[src/logic/fasm_pkg.sv]
// package: constants, types and register map for the flash address and sector map block
package fasm_pkg;

  localparam int unsigned ADDR_W       = 32;
  localparam int unsigned ARRAY_AW     = 24;
  localparam int unsigned SEC_IDX_W    = 9;
  localparam int unsigned BANK_HI_W    = 7;

  // register byte offsets
  localparam logic [7:0] OFF_BANK      = 8'h00;
  localparam logic [7:0] OFF_CFG       = 8'h04;
  localparam logic [7:0] OFF_CMD_ADDR  = 8'h08;
  localparam logic [7:0] OFF_CMD_KIND  = 8'h0C;
  localparam logic [7:0] OFF_STATUS    = 8'h10;
  localparam logic [7:0] OFF_EFF_ADDR  = 8'h14;
  localparam logic [7:0] OFF_SECTOR    = 8'h18;
  localparam logic [7:0] OFF_SEC_BASE  = 8'h1C;

  // field positions
  localparam int unsigned BANK_EXT_BIT  = 7;
  localparam int unsigned CFG_UNIF_BIT  = 7;
  localparam int unsigned CFG_TOP_BIT   = 2;
  localparam int unsigned KIND_WIDE_BIT = 0;
  localparam int unsigned KIND_ALT_BIT  = 1;
  localparam int unsigned ST_BUSY_BIT   = 0;
  localparam int unsigned ST_DONE_BIT   = 1;
  localparam int unsigned ST_ADDR4_BIT  = 2;
  localparam int unsigned ST_ALT_BIT    = 3;
  localparam int unsigned ST_HIT_BIT    = 4;
  localparam int unsigned SEC_SIZE_LSB  = 16;

  // reset values
  localparam logic [7:0]  BANK_RST     = 8'h00;
  localparam logic [7:0]  CFG_RST      = 8'h00;
  localparam logic [31:0] WORD_RST     = 32'h0000_0000;

  // sector geometry
  localparam int unsigned SEC4K_SHIFT   = 12;
  localparam int unsigned SEC64K_SHIFT  = 16;
  localparam int unsigned SEC256K_SHIFT = 18;
  localparam int unsigned HYB_SMALL_CNT = 16;
  localparam int unsigned HYB_BIG_CNT   = 255;
  localparam int unsigned UNIF_CNT      = 64;
  localparam logic [7:0]  HYB_TOP_BLK   = 8'hFF;
  localparam logic [7:0]  HYB_BOT_BLK   = 8'h00;

  localparam logic [1:0]  HTRANS_NONSEQ = 2'b10;
  localparam logic        HRESP_OKAY    = 1'b0;

  typedef enum logic [1:0] {
    SZ_4K   = 2'h0,
    SZ_64K  = 2'h1,
    SZ_256K = 2'h2
  } fasm_size_e;

  typedef enum logic [1:0] {
    ST_IDLE = 2'b01,
    ST_DEC  = 2'b10
  } fasm_state_e;

  typedef struct packed {
    logic [ADDR_W-1:0] addr;
    logic              wide;
    logic              alt;
  } fasm_cmd_s;

  typedef struct packed {
    logic [SEC_IDX_W-1:0] index;
    fasm_size_e           size;
    logic [ARRAY_AW-1:0]  base;
  } fasm_sector_s;

endpackage

[src/logic/fasm_map_top.sv]
// flash address formation and sector map with an AHB-Lite register slave
// Behaviour
// - legacy commands keep taking three-byte addresses while the extended mode bit is clear.
// - in legacy form the upper address bits come from the bank register.
// - extended mode bit makes legacy commands expect four address bytes.
// - new commands always take a four-byte address.
// - reset clears bank register and selects three-byte addressing.
// - array decode ignores address bits 31 to 24.
// - separate address spaces decode the full 32-bit address.
// - second status register bit 7 picks hybrid or uniform sector layout.
// - bottom hybrid: sixteen 4 KB sectors low, then 255 of 64 KB.
// - top hybrid: 255 of 64 KB, then sixteen 4 KB sectors at top.
// - uniform layout: 64 sectors of 256 KB from address zero.
// - every sector is aligned to its own size.
module fasm_map_top #(
  parameter logic [31:0] ALT_SPACE_SIZE = 32'h0000_0400
) (
  input  wire logic                        hclk,
  input  wire logic                        hresetn,
  input  wire logic                        hsel,
  input  wire logic [31:0]                 haddr,
  input  wire logic [1:0]                  htrans,
  input  wire logic                        hwrite,
  input  wire logic [2:0]                  hsize,
  input  wire logic [31:0]                 hwdata,
  input  wire logic                        hready,
  output logic                             hreadyout,
  output logic                             hresp,
  output logic [31:0]                      hrdata,
  output fasm_pkg::fasm_sector_s           sector,
  output logic [fasm_pkg::ADDR_W-1:0]      eff_addr,
  output logic                             alt_space,
  output logic                             alt_hit,
  output logic                             decode_valid
);

  // bus data phase tracking
  logic [7:0]  off_ff;
  logic [7:0]  nxt_off;
  logic        wr_ff;
  logic        nxt_wr;
  logic        act_ff;
  logic        nxt_act;
  logic        wr_bank;
  logic        wr_cfg;
  logic        wr_caddr;
  logic        wr_kind;

  // software registers
  logic [7:0]  bank_ff;
  logic [7:0]  nxt_bank;
  logic [7:0]  cfg_ff;
  logic [7:0]  nxt_cfg;
  logic [31:0] caddr_ff;
  logic [31:0] nxt_caddr;
  logic        wide_ff;
  logic        nxt_wide;
  logic        alt_ff;
  logic        nxt_alt;

  // decode state and results
  fasm_pkg::fasm_state_e  state_ff;
  fasm_pkg::fasm_state_e  nxt_state;
  fasm_pkg::fasm_sector_s sector_ff;
  fasm_pkg::fasm_sector_s nxt_sector;
  logic [31:0] eff_ff;
  logic [31:0] nxt_eff;
  logic        four_ff;
  logic        nxt_four;
  logic        alt_res_ff;
  logic        nxt_alt_res;
  logic        hit_ff;
  logic        nxt_hit;
  logic        done_ff;
  logic        nxt_done;
  logic        valid_ff;
  logic        nxt_valid;

  fasm_pkg::fasm_cmd_s    cmd;
  fasm_pkg::fasm_sector_s dec_sector;
  logic [31:0] form_addr;
  logic        form_four;

  assign hreadyout = 1'b1;
  assign hresp     = fasm_pkg::HRESP_OKAY;

  // bus: capture address phase, zero wait state slave
  always_comb begin
    nxt_act = hsel & hready & (htrans == fasm_pkg::HTRANS_NONSEQ);
    nxt_wr  = hwrite;
    nxt_off = haddr[7:0];
    if (!nxt_act) begin
      nxt_wr  = 1'b0;
      nxt_off = off_ff;
    end
  end

  always_ff @(posedge hclk or negedge hresetn) begin
    if (!hresetn) begin
      act_ff <= 1'b0;
      wr_ff  <= 1'b0;
      off_ff <= 8'h00;
    end else begin
      act_ff <= nxt_act;
      wr_ff  <= nxt_wr;
      off_ff <= nxt_off;
    end
  end

  assign wr_bank  = act_ff & wr_ff & (off_ff == fasm_pkg::OFF_BANK);
  assign wr_cfg   = act_ff & wr_ff & (off_ff == fasm_pkg::OFF_CFG);
  assign wr_caddr = act_ff & wr_ff & (off_ff == fasm_pkg::OFF_CMD_ADDR);
  assign wr_kind  = act_ff & wr_ff & (off_ff == fasm_pkg::OFF_CMD_KIND);

  // registers written by software
  always_comb begin
    nxt_bank  = bank_ff;
    nxt_cfg   = cfg_ff;
    nxt_caddr = caddr_ff;
    nxt_wide  = wide_ff;
    nxt_alt   = alt_ff;
    if (wr_bank) begin
      nxt_bank = hwdata[7:0];
    end
    if (wr_cfg) begin
      nxt_cfg = hwdata[7:0];
    end
    if (wr_caddr) begin
      nxt_caddr = hwdata;
    end
    if (wr_kind) begin
      nxt_wide = hwdata[fasm_pkg::KIND_WIDE_BIT];
      nxt_alt  = hwdata[fasm_pkg::KIND_ALT_BIT];
    end
  end

  always_ff @(posedge hclk or negedge hresetn) begin
    if (!hresetn) begin
      bank_ff  <= fasm_pkg::BANK_RST;
      cfg_ff   <= fasm_pkg::CFG_RST;
      caddr_ff <= fasm_pkg::WORD_RST;
      wide_ff  <= 1'b0;
      alt_ff   <= 1'b0;
    end else begin
      bank_ff  <= nxt_bank;
      cfg_ff   <= nxt_cfg;
      caddr_ff <= nxt_caddr;
      wide_ff  <= nxt_wide;
      alt_ff   <= nxt_alt;
    end
  end

  assign cmd.addr = caddr_ff;
  assign cmd.wide = wide_ff;
  assign cmd.alt  = alt_ff;

  fasm_addr_form u_form (
    .cmd       (cmd),
    .bank      (bank_ff),
    .eff_addr  (form_addr),
    .four_byte (form_four)
  );

  // only the low three bytes reach the array decode
  fasm_sector_dec u_dec (
    .array_addr (form_addr[fasm_pkg::ARRAY_AW-1:0]),
    .uniform    (cfg_ff[fasm_pkg::CFG_UNIF_BIT]),
    .top        (cfg_ff[fasm_pkg::CFG_TOP_BIT]),
    .sector     (dec_sector)
  );

  // decode sequencer: a kind write starts one decode, results held after
  always_comb begin
    nxt_state   = state_ff;
    nxt_sector  = sector_ff;
    nxt_eff     = eff_ff;
    nxt_four    = four_ff;
    nxt_alt_res = alt_res_ff;
    nxt_hit     = hit_ff;
    nxt_done    = done_ff;
    nxt_valid   = 1'b0;
    unique case (state_ff)
      fasm_pkg::ST_IDLE: begin
        if (wr_kind) begin
          nxt_state = fasm_pkg::ST_DEC;
          nxt_done  = 1'b0;
        end
      end
      fasm_pkg::ST_DEC: begin
        nxt_state   = fasm_pkg::ST_IDLE;
        nxt_eff     = form_addr;
        nxt_four    = form_four;
        nxt_alt_res = alt_ff;
        // separate spaces compare all 32 bits against their populated size
        nxt_hit     = alt_ff & (form_addr < ALT_SPACE_SIZE);
        nxt_sector  = dec_sector;
        nxt_done    = 1'b1;
        nxt_valid   = 1'b1;
      end
      default: begin
        nxt_state = fasm_pkg::ST_IDLE;
      end
    endcase
  end

  always_ff @(posedge hclk or negedge hresetn) begin
    if (!hresetn) begin
      state_ff   <= fasm_pkg::ST_IDLE;
      sector_ff  <= '0;
      eff_ff     <= fasm_pkg::WORD_RST;
      four_ff    <= 1'b0;
      alt_res_ff <= 1'b0;
      hit_ff     <= 1'b0;
      done_ff    <= 1'b0;
      valid_ff   <= 1'b0;
    end else begin
      state_ff   <= nxt_state;
      sector_ff  <= nxt_sector;
      eff_ff     <= nxt_eff;
      four_ff    <= nxt_four;
      alt_res_ff <= nxt_alt_res;
      hit_ff     <= nxt_hit;
      done_ff    <= nxt_done;
      valid_ff   <= nxt_valid;
    end
  end

  assign sector       = sector_ff;
  assign eff_addr     = eff_ff;
  assign alt_space    = alt_res_ff;
  assign alt_hit      = hit_ff;
  assign decode_valid = valid_ff;

  // read mux; unmapped offsets read as zero
  always_comb begin
    hrdata = 32'h0000_0000;
    if (act_ff && !wr_ff) begin
      unique case (off_ff)
        fasm_pkg::OFF_BANK: begin
          hrdata = {24'h00_0000, bank_ff};
        end
        fasm_pkg::OFF_CFG: begin
          hrdata = {24'h00_0000, cfg_ff};
        end
        fasm_pkg::OFF_CMD_ADDR: begin
          hrdata = caddr_ff;
        end
        fasm_pkg::OFF_CMD_KIND: begin
          hrdata[fasm_pkg::KIND_WIDE_BIT] = wide_ff;
          hrdata[fasm_pkg::KIND_ALT_BIT]  = alt_ff;
        end
        fasm_pkg::OFF_STATUS: begin
          hrdata[fasm_pkg::ST_BUSY_BIT]  = (state_ff == fasm_pkg::ST_DEC);
          hrdata[fasm_pkg::ST_DONE_BIT]  = done_ff;
          hrdata[fasm_pkg::ST_ADDR4_BIT] = form_four;
          hrdata[fasm_pkg::ST_ALT_BIT]   = alt_res_ff;
          hrdata[fasm_pkg::ST_HIT_BIT]   = hit_ff;
        end
        fasm_pkg::OFF_EFF_ADDR: begin
          hrdata = eff_ff;
        end
        fasm_pkg::OFF_SECTOR: begin
          hrdata[fasm_pkg::SEC_IDX_W-1:0]             = sector_ff.index;
          hrdata[fasm_pkg::SEC_SIZE_LSB+1:fasm_pkg::SEC_SIZE_LSB] = sector_ff.size;
        end
        fasm_pkg::OFF_SEC_BASE: begin
          hrdata = {8'h00, sector_ff.base};
        end
        default: begin
          hrdata = 32'h0000_0000;
        end
      endcase
    end
  end

endmodule

[src/logic/fasm_addr_form.sv]
// effective address formation from a command address and the bank register
module fasm_addr_form (
  input  wire fasm_pkg::fasm_cmd_s      cmd,
  input  wire logic [7:0]               bank,
  output logic [fasm_pkg::ADDR_W-1:0]   eff_addr,
  output logic                          four_byte
);

  always_comb begin
    // new commands always carry four bytes, legacy ones only in extended mode
    four_byte = cmd.wide | bank[fasm_pkg::BANK_EXT_BIT];
    if (four_byte) begin
      eff_addr = cmd.addr;
    end else begin
      // top bit of the upper byte is the mode flag, never an address bit
      eff_addr = {1'b0, bank[fasm_pkg::BANK_HI_W-1:0], cmd.addr[fasm_pkg::ARRAY_AW-1:0]};
    end
  end

endmodule

[src/logic/fasm_sector_dec.sv]
// sector index, size and base decode for hybrid and uniform layouts
module fasm_sector_dec (
  input  wire logic [fasm_pkg::ARRAY_AW-1:0] array_addr,
  input  wire logic                          uniform,
  input  wire logic                          top,
  output fasm_pkg::fasm_sector_s             sector
);

  logic [7:0] blk64;
  logic [3:0] sub4;

  assign blk64 = array_addr[fasm_pkg::ARRAY_AW-1:fasm_pkg::SEC64K_SHIFT];
  assign sub4  = array_addr[fasm_pkg::SEC64K_SHIFT-1:fasm_pkg::SEC4K_SHIFT];

  always_comb begin
    sector.index = '0;
    sector.size  = fasm_pkg::SZ_64K;
    sector.base  = {blk64, 16'h0000};
    if (uniform) begin
      sector.index = {3'b000, array_addr[fasm_pkg::ARRAY_AW-1:fasm_pkg::SEC256K_SHIFT]};
      sector.size  = fasm_pkg::SZ_256K;
      sector.base  = {array_addr[fasm_pkg::ARRAY_AW-1:fasm_pkg::SEC256K_SHIFT], 18'h0_0000};
    end else if (top) begin
      if (blk64 == fasm_pkg::HYB_TOP_BLK) begin
        sector.index = 9'(fasm_pkg::HYB_BIG_CNT) + {5'b0_0000, sub4};
        sector.size  = fasm_pkg::SZ_4K;
        sector.base  = {blk64, sub4, 12'h000};
      end else begin
        sector.index = {1'b0, blk64};
      end
    end else begin
      if (blk64 == fasm_pkg::HYB_BOT_BLK) begin
        sector.index = {5'b0_0000, sub4};
        sector.size  = fasm_pkg::SZ_4K;
        sector.base  = {blk64, sub4, 12'h000};
      end else begin
        sector.index = 9'(fasm_pkg::HYB_SMALL_CNT - 1) + {1'b0, blk64};
      end
    end
  end

endmodule

[config.mk]
export PLATFORM = sky130hd
export DESIGN_NAME = fasm_map_top
export DESIGN_NICKNAME = d
export VERILOG_FILES = /design/src/logic/fasm_pkg.sv /design/src/logic/fasm_map_top.sv /design/src/logic/fasm_addr_form.sv /design/src/logic/fasm_sector_dec.sv
export SDC_FILE = /design/constraint.sdc
export NUM_CORES = 1
export LEC_CHECK = 0
export ABC_AREA = 1
export BUFFER_PORTS_ARGS = -buffer_cell sky130_fd_sc_hd__buf_2
export CAP_MARGIN = 15
export CORE_ASPECT_RATIO = 1.75
export CORE_UTILIZATION = 40
export CTS_CLUSTER_DIAMETER = 50
export DETAILED_ROUTE_END_ITERATION = 12
export PLACE_DENSITY = 0.65
export SYNTH_ARGS = -nofsm -noshare
export SYNTH_HDL_FRONTEND = slang
export SYNTH_SLANG_ARGS = --single-unit
[constraint.sdc]
create_clock -name hclk -period 3.3 [get_ports hclk]
set_clock_uncertainty 0.05 [all_clocks]
set_input_delay 0.66 -clock hclk [delete_from_list [all_inputs] [get_ports hclk]]
set_output_delay 0.66 -clock hclk [all_outputs]
set_load 0.01 [all_outputs]
==> results of run 1 <==
## layer usage
metal | vias to the layer above | track usage
met5 | - | 0
met4 | 0 | 0.126
met3 | 48 | 0.0338
met2 | 220 | 0.441
met1 | 2744 | 0.259
li1 | 2850 | -
## worst register-to-register path: cells and delay by family, from the launching register on
| kind | cells | cell delay [ns] |
|---|---|---|
| AND/OR/NAND/NOR | 3 | 0.51 |
| AO/OA/AOI/OAI | 2 | 0.45 |
| flip-flops | 1 | 0.43 |
| adder cells (fa/ha/maj) | 1 | 0.25 |
| buffers and inverters | 1 | 0.21 |
## final timing paths
| check | slack, ns | start | endpoint |
|---|---|---|---|
| worst max-delay path | 0.31 | off_ff[5] | hrdata[12] |
| worst min-delay path | 0.15 | hresetn | eff_addr[13] |
| worst max register to register | 1.27 | caddr_ff[16] | sector[24] |
| worst min register to register | 0.43 | cfg_ff[1] | cfg_ff[1] |
| max in group asynchronous | 2.21 | hresetn | caddr_ff[2] |
| min in group hclk | 0.40 | haddr[7] | off_ff[7] |
## sequential cells by signal (all words and copies together) (netlist names)
signal	flops
sector	17
state_ff	2
cfg_ff	8
bank_ff	8
eff_addr	32
caddr_ff	32
alt_ff	1
off_ff	8
decode_valid	1
wide_ff	1
act_ff	1
alt_hit	1
wr_ff	1
alt_space	1
done_ff	1
## layout make-up
cell class | count | area, um^2 | area share
clock inverter | 10 | 85.1 | 0.0113
inverter | 73 | 275 | 0.0367
timing repair buffer | 144 | 756 | 0.101
tap | 186 | 233 | 0.0310
sequential | 115 | 2880 | 0.383
clock buffer | 22 | 454 | 0.0605
multi-input combinational | 596 | 2830 | 0.376
## through the flow
stage | setup WS (ns) | util
6_report | 0.312 | 0.490
5_1_grt | 0.131 | 0.490
4_1_cts | 0.312 | 0.490
3_5_place_dp | 0.753 | 0.455
3_3_place_gp | 0.779 | 0.455
2_1_floorplan | 1.29 | -
## power by group through the flow
stage	Combinational [mW]	Sequential [mW]	Clock (mW)
5_1_grt	0.350	1.48	1.76
2_1_floorplan	0.215	1.49	0
3_5_place_dp	0.314	1.50	0
3_3_place_gp	0.311	1.50	0
4_1_cts	0.315	1.48	1.70
6_report	0.313	1.48	1.68
## cells by family (layout without fill, tap and decap cells)
kind of cell | count (synthesis) | in the layout | synth area share
flip-flops | 115 | 115 | 0.460
XOR/XNOR | 2 | 2 | 0.00280
buffers and inverters | 125 | 249 | 0.0965
multiplexers | 1 | 1 | 0.00180
adder cells (fa/ha/maj) | 5 | 5 | 0.00999
other | 2 | 14 | 0.00120
AND/OR/NAND/NOR | 438 | 438 | 0.305
AO/OA/AOI/OAI | 136 | 136 | 0.124
## synth_stat cells (all sizes together)
library cell	n
clkbuf	12
xor2	1
clkinv	1
and2	1
xnor2	1
or2	2
conb	2
ha	5
a21oi	43
nand4	1
nand3b	2
o211ai	5
o21ai	80
mux2	1
dfrtp	114
o22ai	7
inv	72
nor3	7
nand2	290
nand3	71
nor2	64
a31oi	1
buf	40
dfstp	1
==> results.cfg, run 1 <==
[sta]
fin_worst_hold_slack_ns = 0.149
setup_tns_ns = 0
timing.final.hold_violations = 0
achievable-frequency_ghz = 0.335
layout_worst_path_cycle_share = 0.905
timing.max_slew.rel_slack = 0.531
timing_max_transition_violations_final = 0
tightest_slew_ns = 0.703
grt_setup_unrepaired = false
report.final.setup_viol = 0
period_minus_slack_ns = 2.99

[place]
placed_area_mm2 = 0.00697
place.port_buffers = 136
dpl.hpwl_um = 13600
gp_routability_congestion = 0.984
post-place-cells = 1114

[worst_setup_path]
critPathTopFamily = simple AND/OR/NAND/NOR gates
worst-path-stages = 10
startpoint_type = flop
path_max_fanout = 18
cp_slowest_cell = dfrtp_1
sort_of_element_at_the_end_of_the_critical_path = output port
crit_chain = nor2_2 -> nand2_4 -> inv_2 -> nand2_2 -> nand2_2 -> nand2_4 -> inv_1 -> nand2_1 -> inv_1 -> buf_2
crit_path_buf_inv_count = 4
max_stage_delay_ns = 0.41
criticalPathCategory = flop to output port
worst-endpoint-required_ns = 2.59
arrival_ns = 2.28
r2r.worst_path.cells = 7

[detailed_routing]
drt_first_iter_violations = 373
vias_per_cell = 5.12
vias = 5862
met3RoutedLength_um = 854
remaining_drc_errors = 0
maxUsedRoutingLayer = met4
ant_nets = 0
met1_length_um = 6900
drt-total-wl_um = 18700
wl_met2_um = 10100
routed_wl_per_cell_um = 16.3
drt-pass1-iter-count = 5

[floorplan]
die_x_extent_um = 96.6
dieArea_mm2 = 0.0162
std_cell_rows = 60
floorplan.core_area_mm2 = 0.0153
dieHeight_um = 168
initial_utilization = 0.409
floorplan.io_pins = 178

[power]
power.sequential.fraction = 0.425
swShare = 0.258
leakage_nw = 4.01
power_frac_clock = 0.485
comb_power_share = 0.090
power_report.internal_total_mw = 2.58
power_switching_mw = 0.895
total_power_mw = 3.47
ir_drop_mv = 0.239
power.density_mw_per_mm2 = 462

[grt]
largest_net_degree_at_the_start_of_global_routing = 83
grt-ovfl-total = 0
grt_antenna_before_repair = 0
grt_first_pass_wirelength_um = 30100
number_of_global_route_vias_before_repair = 5790
grt_usage = 0.238

[clock_tree]
cts-buffers-inserted = 17
clock_tree_from_tritoncts = done
ctsHtreeMaxLevel = 4
cts_sinks = 115
clkLatencyLatePin_ns = 0.41
cts-root-buf = clkbuf_16
cts.reportedPaths.clkPinSlew_ns = 0.06
post-cts-setup-buffers = 0
cts_max_path_buffers = 2
cts-resized-gates = 0
cts_hold_buf = 0

[final_layout]
fill_cell_total_of_the_finished_layout = 1628
area_growth_pct = 19.9
post-route-cell-area_mm2 = 0.00751
final-instance-count-excl-fill = 1146
antenna_cells_inserted = 0
mostFrequentLayoutCells = nand2_1, buf_2, dfrtp_1, nand3_1, inv_1
final_layout_size_suffix_gt1_frac = 0.241
final_common_cell = nand2_1
design.final.nets = 1026

[yosys]
syn-cell-area_mm2 = 0.00626
synth.largest_area_cell = dfrtp_1
postSynthAreaPerCell_um2 = 7.60
yosys_warnings = 0
yosys-top-cells-area = dfrtp_1, nand2_1, nand3_1
number_of_instances_in_the_synthesized_netlist = 824
synth_top_area_share = 0.455
synth_seq_area_share = 0.460
ys_seq_elements = 115
yosysUniqueCellTypes = 39

[hold_path]
hp-class = input port to async pin

[job]
timing.max_cap.violations = 0

[run_status]
status = completed
(Power assumes the default switching activity.)
==> run 2, diff against run 1 <==
==> constraint.sdc (replaced) <==
create_clock -name hclk -period 3.02 [get_ports hclk]
set_clock_uncertainty 0.05 [all_clocks]
set_input_delay 0.151 -clock hclk [delete_from_list [all_inputs] [get_ports hclk]]
set_output_delay 0.151 -clock hclk [all_outputs]
set_load 0.01 [all_outputs]
==> run 2 against run 1 <==
  * Critical path depth fell by 1
  * Via count up 2.4%
  * Flip-flop and latch count unchanged
  * Clock power grew 34%
  * Die area unchanged
  * Sequential share of layout area is 2.4 points lower
  * Wire length increased by 2.5%
  * Power grew 22%
  * Global-route usage up 0.21 points
  * Largest power group unchanged
==> results.cfg, run 2 (synthesized netlist as in run 1, its figures left out) <==
[run_status]
status = completed

[place]
placed_area_mm2 = 0.00697
place_ws_ns = 0.882
place.port_buffers = 136
gp_routability_congestion = 0.958
post-place-cells = 1114
dpl.hpwl_um = 13800

[floorplan]
dieArea_mm2 = 0.0162
die_x_extent_um = 96.6
floorplan.core_area_mm2 = 0.0153
std_cell_rows = 60
dieHeight_um = 168
floorplan.io_pins = 178
initial_utilization = 0.409

[worst_setup_path]
r2r.worst_path.cells = 8
cp_slowest_cell = dfrtp_1
crit_path_buf_inv_count = 3
sort_of_element_at_the_end_of_the_critical_path = output port
timing.critical_path.mode_cell = nand2_1
startpoint_type = flop
setup.reg_to_reg.worst_slack_ns = 0.83
r2r-end = sector[31]
critical_path.reg2reg.startpoint = state_ff[1]
worst-endpoint-required_ns = 2.82
crit_chain = inv_2 -> nand3_2 -> nor2_8 -> buf_4 -> nand2_1 -> nand2_1 -> nor2_1 -> a21oi_1 -> buf_2
max_stage_delay_ns = 0.42
critPathTopFamily = simple AND/OR/NAND/NOR gates
path_max_fanout = 19
arrival_ns = 2.35
criticalPathCategory = flop to output port

[detailed_routing]
drt-pass1-iter-count = 5
vias = 6004
ant_nets = 0
drt_first_iter_violations = 301
remaining_drc_errors = 0
routed_wl_per_cell_um = 16.2
drt-total-wl_um = 19100
vias_per_cell = 5.07

[grt]
grt_antenna_before_repair = 0
grt-ovfl-total = 0
largest_net_degree_at_the_start_of_global_routing = 62
grt_usage = 0.240
grt_first_pass_wirelength_um = 30300
number_of_global_route_vias_before_repair = 5768

[power]
power.density_mw_per_mm2 = 530
total_power_mw = 4.24
leakage_nw = 4.22
ir_drop_mv = 0.358

[hold_path]
hp-class = input port to flop
hold_start = hwdata[4]
worstHoldEndpoint = bank_ff[4]
worstHoldPathCells = 3

[clock_tree]
cts-resized-gates = 0
cts_max_path_buffers = 2
clock_tree_from_tritoncts = done
cts_sinks = 115
cts-buffers-inserted = 17
clkLatencyLatePin_ns = 0.41
ctsHtreeMaxLevel = 4
cts.reportedPaths.clkPinSlew_ns = 0.06
post-cts-setup-buffers = 0
cts-root-buf = clkbuf_16
cts_hold_buf = 38

[final_layout]
antenna_cells_inserted = 0
design.final.nets = 1064
final-instance-count-excl-fill = 1184
mostFrequentLayoutCells = nand2_1, buf_2, dfrtp_1, nand3_1, inv_1
post-route-cell-area_mm2 = 0.00801
final_layout_size_suffix_gt1_frac = 0.235
final_common_cell = nand2_1
core_util_final = 0.523
area_growth_pct = 27.8

[sta]
tightest_slew_ns = 0.722
timing.max_slew.rel_slack = 0.519
achievable-frequency_ghz = 0.393
timing.final.hold_violations = 0
timing_max_transition_violations_final = 0
layout_worst_path_cycle_share = 0.843
setup_tns_ns = 0
fin_worst_hold_slack_ns = 0.000361
report.final.setup_viol = 0
grt_setup_unrepaired = false
period_minus_slack_ns = 2.55
post-route-worst-setup-slack_ns = 0.473

[job]
timing.max_cap.violations = 0
[run 2: routing by layer]
layer,vias to the layer above,global-route usage,wire [um]
li1,2940,-,-
met1,2817,0.262,7140
met2,195,0.443,10400
met3,52,0.0330,778
met4,0,0.131,826
met5,-,0,0
[run 2: worst max-delay path by stage]
stage,from,endpoint,cells after the start
after detailed placement,state_ff[1],sector[31],8
after floorplan,caddr_ff[16],sector[24],7
final,off_ff[2],hrdata[4],9
after global routing,off_ff[1],hrdata[4],9
after CTS,off_ff[2],hrdata[4],9
after global placement,off_ff[2],hrdata[4],9
[run 2: power by group]
| group | total [mW] | internal, mW | switching, mW |
|---|---|---|---|
| clock network | 2.25 | 1.47 | 0.779 |
| registers | 1.61 | 1.58 | 0.0375 |
| logic | 0.379 | 0.131 | 0.249 |
[run 2: area by class of cell]
type	instances	area, um^2
Fill cell	1533	7310
Multi-Input combinational cell	596	2830
Sequential cell	115	2880
Clock inverter	15	230
Inverter	73	275
Tap cell	186	233
Clock buffer	17	425
Timing Repair Buffer	182	1140
[run 2: tightest hold or removal path: cells and delay by family]
| kind | cells | cell delay (ns) |
|---|---|---|
| buffers and inverters | 2 | 0.14 |
| AOI/OAI and AO/OA | 1 | 0.13 |
==> run 3, diff against run 2 <==
--- a/config.mk
+++ b/config.mk
@@ -5,7 +5,7 @@
 export SDC_FILE = /design/constraint.sdc
 export NUM_CORES = 1
 export LEC_CHECK = 0
-export ABC_AREA = 1
+export ABC_AREA = 0
 export BUFFER_PORTS_ARGS = -buffer_cell sky130_fd_sc_hd__buf_2
 export CAP_MARGIN = 15
 export CORE_ASPECT_RATIO = 1.75
==> constraint.sdc (replaced) <==
create_clock -name hclk -period 2.5 [get_ports hclk]
set_clock_uncertainty 0.05 [all_clocks]
set_input_delay 0.125 -clock hclk [delete_from_list [all_inputs] [get_ports hclk]]
set_output_delay 0.125 -clock hclk [all_outputs]
set_load 0.01 [all_outputs]
==> run 3 against run 2 <==
  * Via count fell by 9.9%
  * Wire length shrank 1.7%
  * Largest cell class unchanged
  * Area after synthesis decreased by 3.4%
  * Highest routed layer unchanged
  * Final area fell by 0.33%
  * Worst setup slack worse by 0.36 ns
  * Register-to-register slack worse by 0.53 ns
  * Flip-flop and latch count unchanged
  * Die area is 3.3% lower
==> results.cfg, run 3 <==
[run_status]
status = completed

[detailed_routing]
drt-pass1-iter-count = 5
drt_first_iter_violations = 327
remaining_drc_errors = 0
ant_nets = 0
routed_wl_per_cell_um = 19.4
vias = 5412
vias_per_cell = 5.57
drt-total-wl_um = 18800

[floorplan]
std_cell_rows = 59
initial_utilization = 0.408
floorplan.io_pins = 178
floorplan.core_area_mm2 = 0.0148
dieHeight_um = 165
dieArea_mm2 = 0.0156
die_x_extent_um = 95.0

[worst_setup_path]
critical_path.reg2reg.startpoint = off_ff[6]
sort_of_element_at_the_end_of_the_critical_path = output port
criticalPathCategory = flop to output port
path_max_fanout = 11
r2r.worst_path.cells = 6
setup.reg_to_reg.worst_slack_ns = 0.30
worst-path-stages = 6
crit_chain = buf_4 -> and2_1 -> and4_1 -> a222oi_1 -> nor2_1 -> buf_2
r2r-end = caddr_ff[11]
startpoint_type = flop
crit_path_start = off_ff[3]
cp_slowest_cell = dfrtp_2
critPathTopFamily = simple AND/OR/NAND/NOR gates
max_stage_delay_ns = 0.48
critical_path.endpoint = hrdata[12]
arrival_ns = 2.21
crit_path_buf_inv_count = 2
worst-endpoint-required_ns = 2.33

[power]
ir_drop_mv = 0.416
total_power_mw = 4.80
power.sequential.fraction = 0.409
swShare = 0.263
power.density_mw_per_mm2 = 601
comb_power_share = 0.099
power_report.internal_total_mw = 3.53
power_frac_clock = 0.492
power_switching_mw = 1.26
leakage_nw = 4.01

[yosys]
postSynthAreaPerCell_um2 = 10.2
yosysUniqueCellTypes = 63
commonest_cells_post_synth = dfrtp_1, nand2_1, mux2_2, nor2_1, a22oi_1
synth_top_area_share = 0.471
postSynth.asyncResetShare = 1.00
post-synth-top-count-cell = dfrtp_1
synth_seq_area_share = 0.476
syn-cell-area_mm2 = 0.00605
synth.largest_area_cell = dfrtp_1
ys_seq_elements = 115
number_of_instances_in_the_synthesized_netlist = 595
synth-edff-count = 0
yosys_warnings = 0
synth_flop_cell = dfrtp_1
yosys-top-cells-area = dfrtp_1, mux2_2, nand2_1

[sta]
report.final.setup_viol = 0
timing.final.hold_violations = 0
grt_setup_unrepaired = false
period_minus_slack_ns = 2.39
timing.max_slew.rel_slack = 0.634
setup_tns_ns = 0
achievable-frequency_ghz = 0.419
tightest_slew_ns = 0.549
timing_max_transition_violations_final = 0
layout_worst_path_cycle_share = 0.956

[final_layout]
final_common_cell = buf_2
final_layout_size_suffix_gt1_frac = 0.344
core_util_final = 0.538
fill_cell_total_of_the_finished_layout = 1350
mostFrequentLayoutCells = buf_2, dfrtp_1, nand2_1, mux2_2, dlygate4sd3_1
antenna_cells_inserted = 0
layout.area.seq_mm2 = 0.00288
multi_input_area_mm2 = 0.00285
design.final.nets = 854
area_growth_pct = 31.8

[place]
gp_routability_congestion = 0.915
dpl.hpwl_um = 13500
place.port_buffers = 136

[job]
timing.max_cap.violations = 0

[clock_tree]
cts-root-buf = clkbuf_16
cts-buffers-inserted = 17
clock_tree_from_tritoncts = done
ctsHtreeMaxLevel = 4
cts_max_path_buffers = 2
clkLatencyLatePin_ns = 0.42
cts.reportedPaths.clkPinSlew_ns = 0.06
cts_sinks = 115

[grt]
grt_first_pass_wirelength_um = 29000
grt-ovfl-total = 0
grt_antenna_before_repair = 0
number_of_global_route_vias_before_repair = 5470
largest_net_degree_at_the_start_of_global_routing = 75
grt_usage = 0.250

[hold_path]
hp-class = input port to async pin
-- run 3: cell types whose count changed after synthesis, sizes merged, moves of 7 or more --
cell and delta:
nand2 -182, a211oi +11, nand3 -61, mux2 +55, inv -59, o22ai -7
o21ai -59, and3 +7, nor2 -23, mux2i +14, a32o +7, a22oi +23
a21oi -27
-- run 3: worst min-delay path by stage --
stage / slack, ns / end / start
2_1_floorplan: -0.22 / act_ff / hresetn
3_3_place_gp: 0.05 / decode_valid / hresetn
3_5_place_dp: 0.05 / caddr_ff[14] / hresetn
4_1_cts: 0.17 / caddr_ff[24] / hresetn
5_1_grt: 0.20 / caddr_ff[14] / hresetn
6_report: 0.16 / caddr_ff[14] / hresetn
-- run 3: what timing repair did --
item,CTS,global route
buffers inserted,1,1
setup endpoints to repair,18,18
hold endpoints to repair,92,0
pin swaps,1,0
hold buffers,42,0
resized for setup,3,5
-- run 3: per-stage QoR --
step           area [um^2]  hold slack, ns  std cells  worst slack (ns)
2_1_floorplan         6100          -0.221        607             0.590
3_3_place_gp          6920          0.0460        895             0.310
3_5_place_dp          6920          0.0547        895             0.272
4_1_cts               7940           0.165        970            0.0357
5_1_grt               7980           0.201        971            0.0272
6_report              7980           0.157        971             0.111
-- run 3: power groups by stage --
stage          sequential, mW  clock [mW]  combinational [mW]
2_1_floorplan            1.96           0               0.250
6_report                 1.96        2.36               0.474
5_1_grt                  1.97        2.47               0.516
3_5_place_dp             1.99           0               0.405
3_3_place_gp             1.98           0               0.397
4_1_cts                  1.96        2.39               0.467
-- run 3: final cells by class --
type,count,share of cell area
Clock buffer,19,0.0568
Inverter,14,0.00659
Multi-Input combinational cell,418,0.357
Timing Repair Buffer,209,0.174
Clock inverter,13,0.0157
Tap cell,183,0.0287
Sequential cell,115,0.361
-- run 3: cells by family after synthesis --
family	Yosys count	synth area share
compound gates	119	0.143
xor+xnor	4	0.00579
fa+ha+maj	5	0.0103
buf+inv	74	0.0655
flops	115	0.476
mux	72	0.135
other cells	2	0.00124
simple gates	204	0.164
-- run 3: routing by layer --
layer / vias to the layer above / routed length (um) / track usage
met5: - / 0 / 0
met4: 0 / 789 / 0.143
met3: 56 / 809 / 0.0387
met2: 201 / 10300 / 0.449
met1: 2697 / 6890 / 0.274
li1: 2458 / - / -
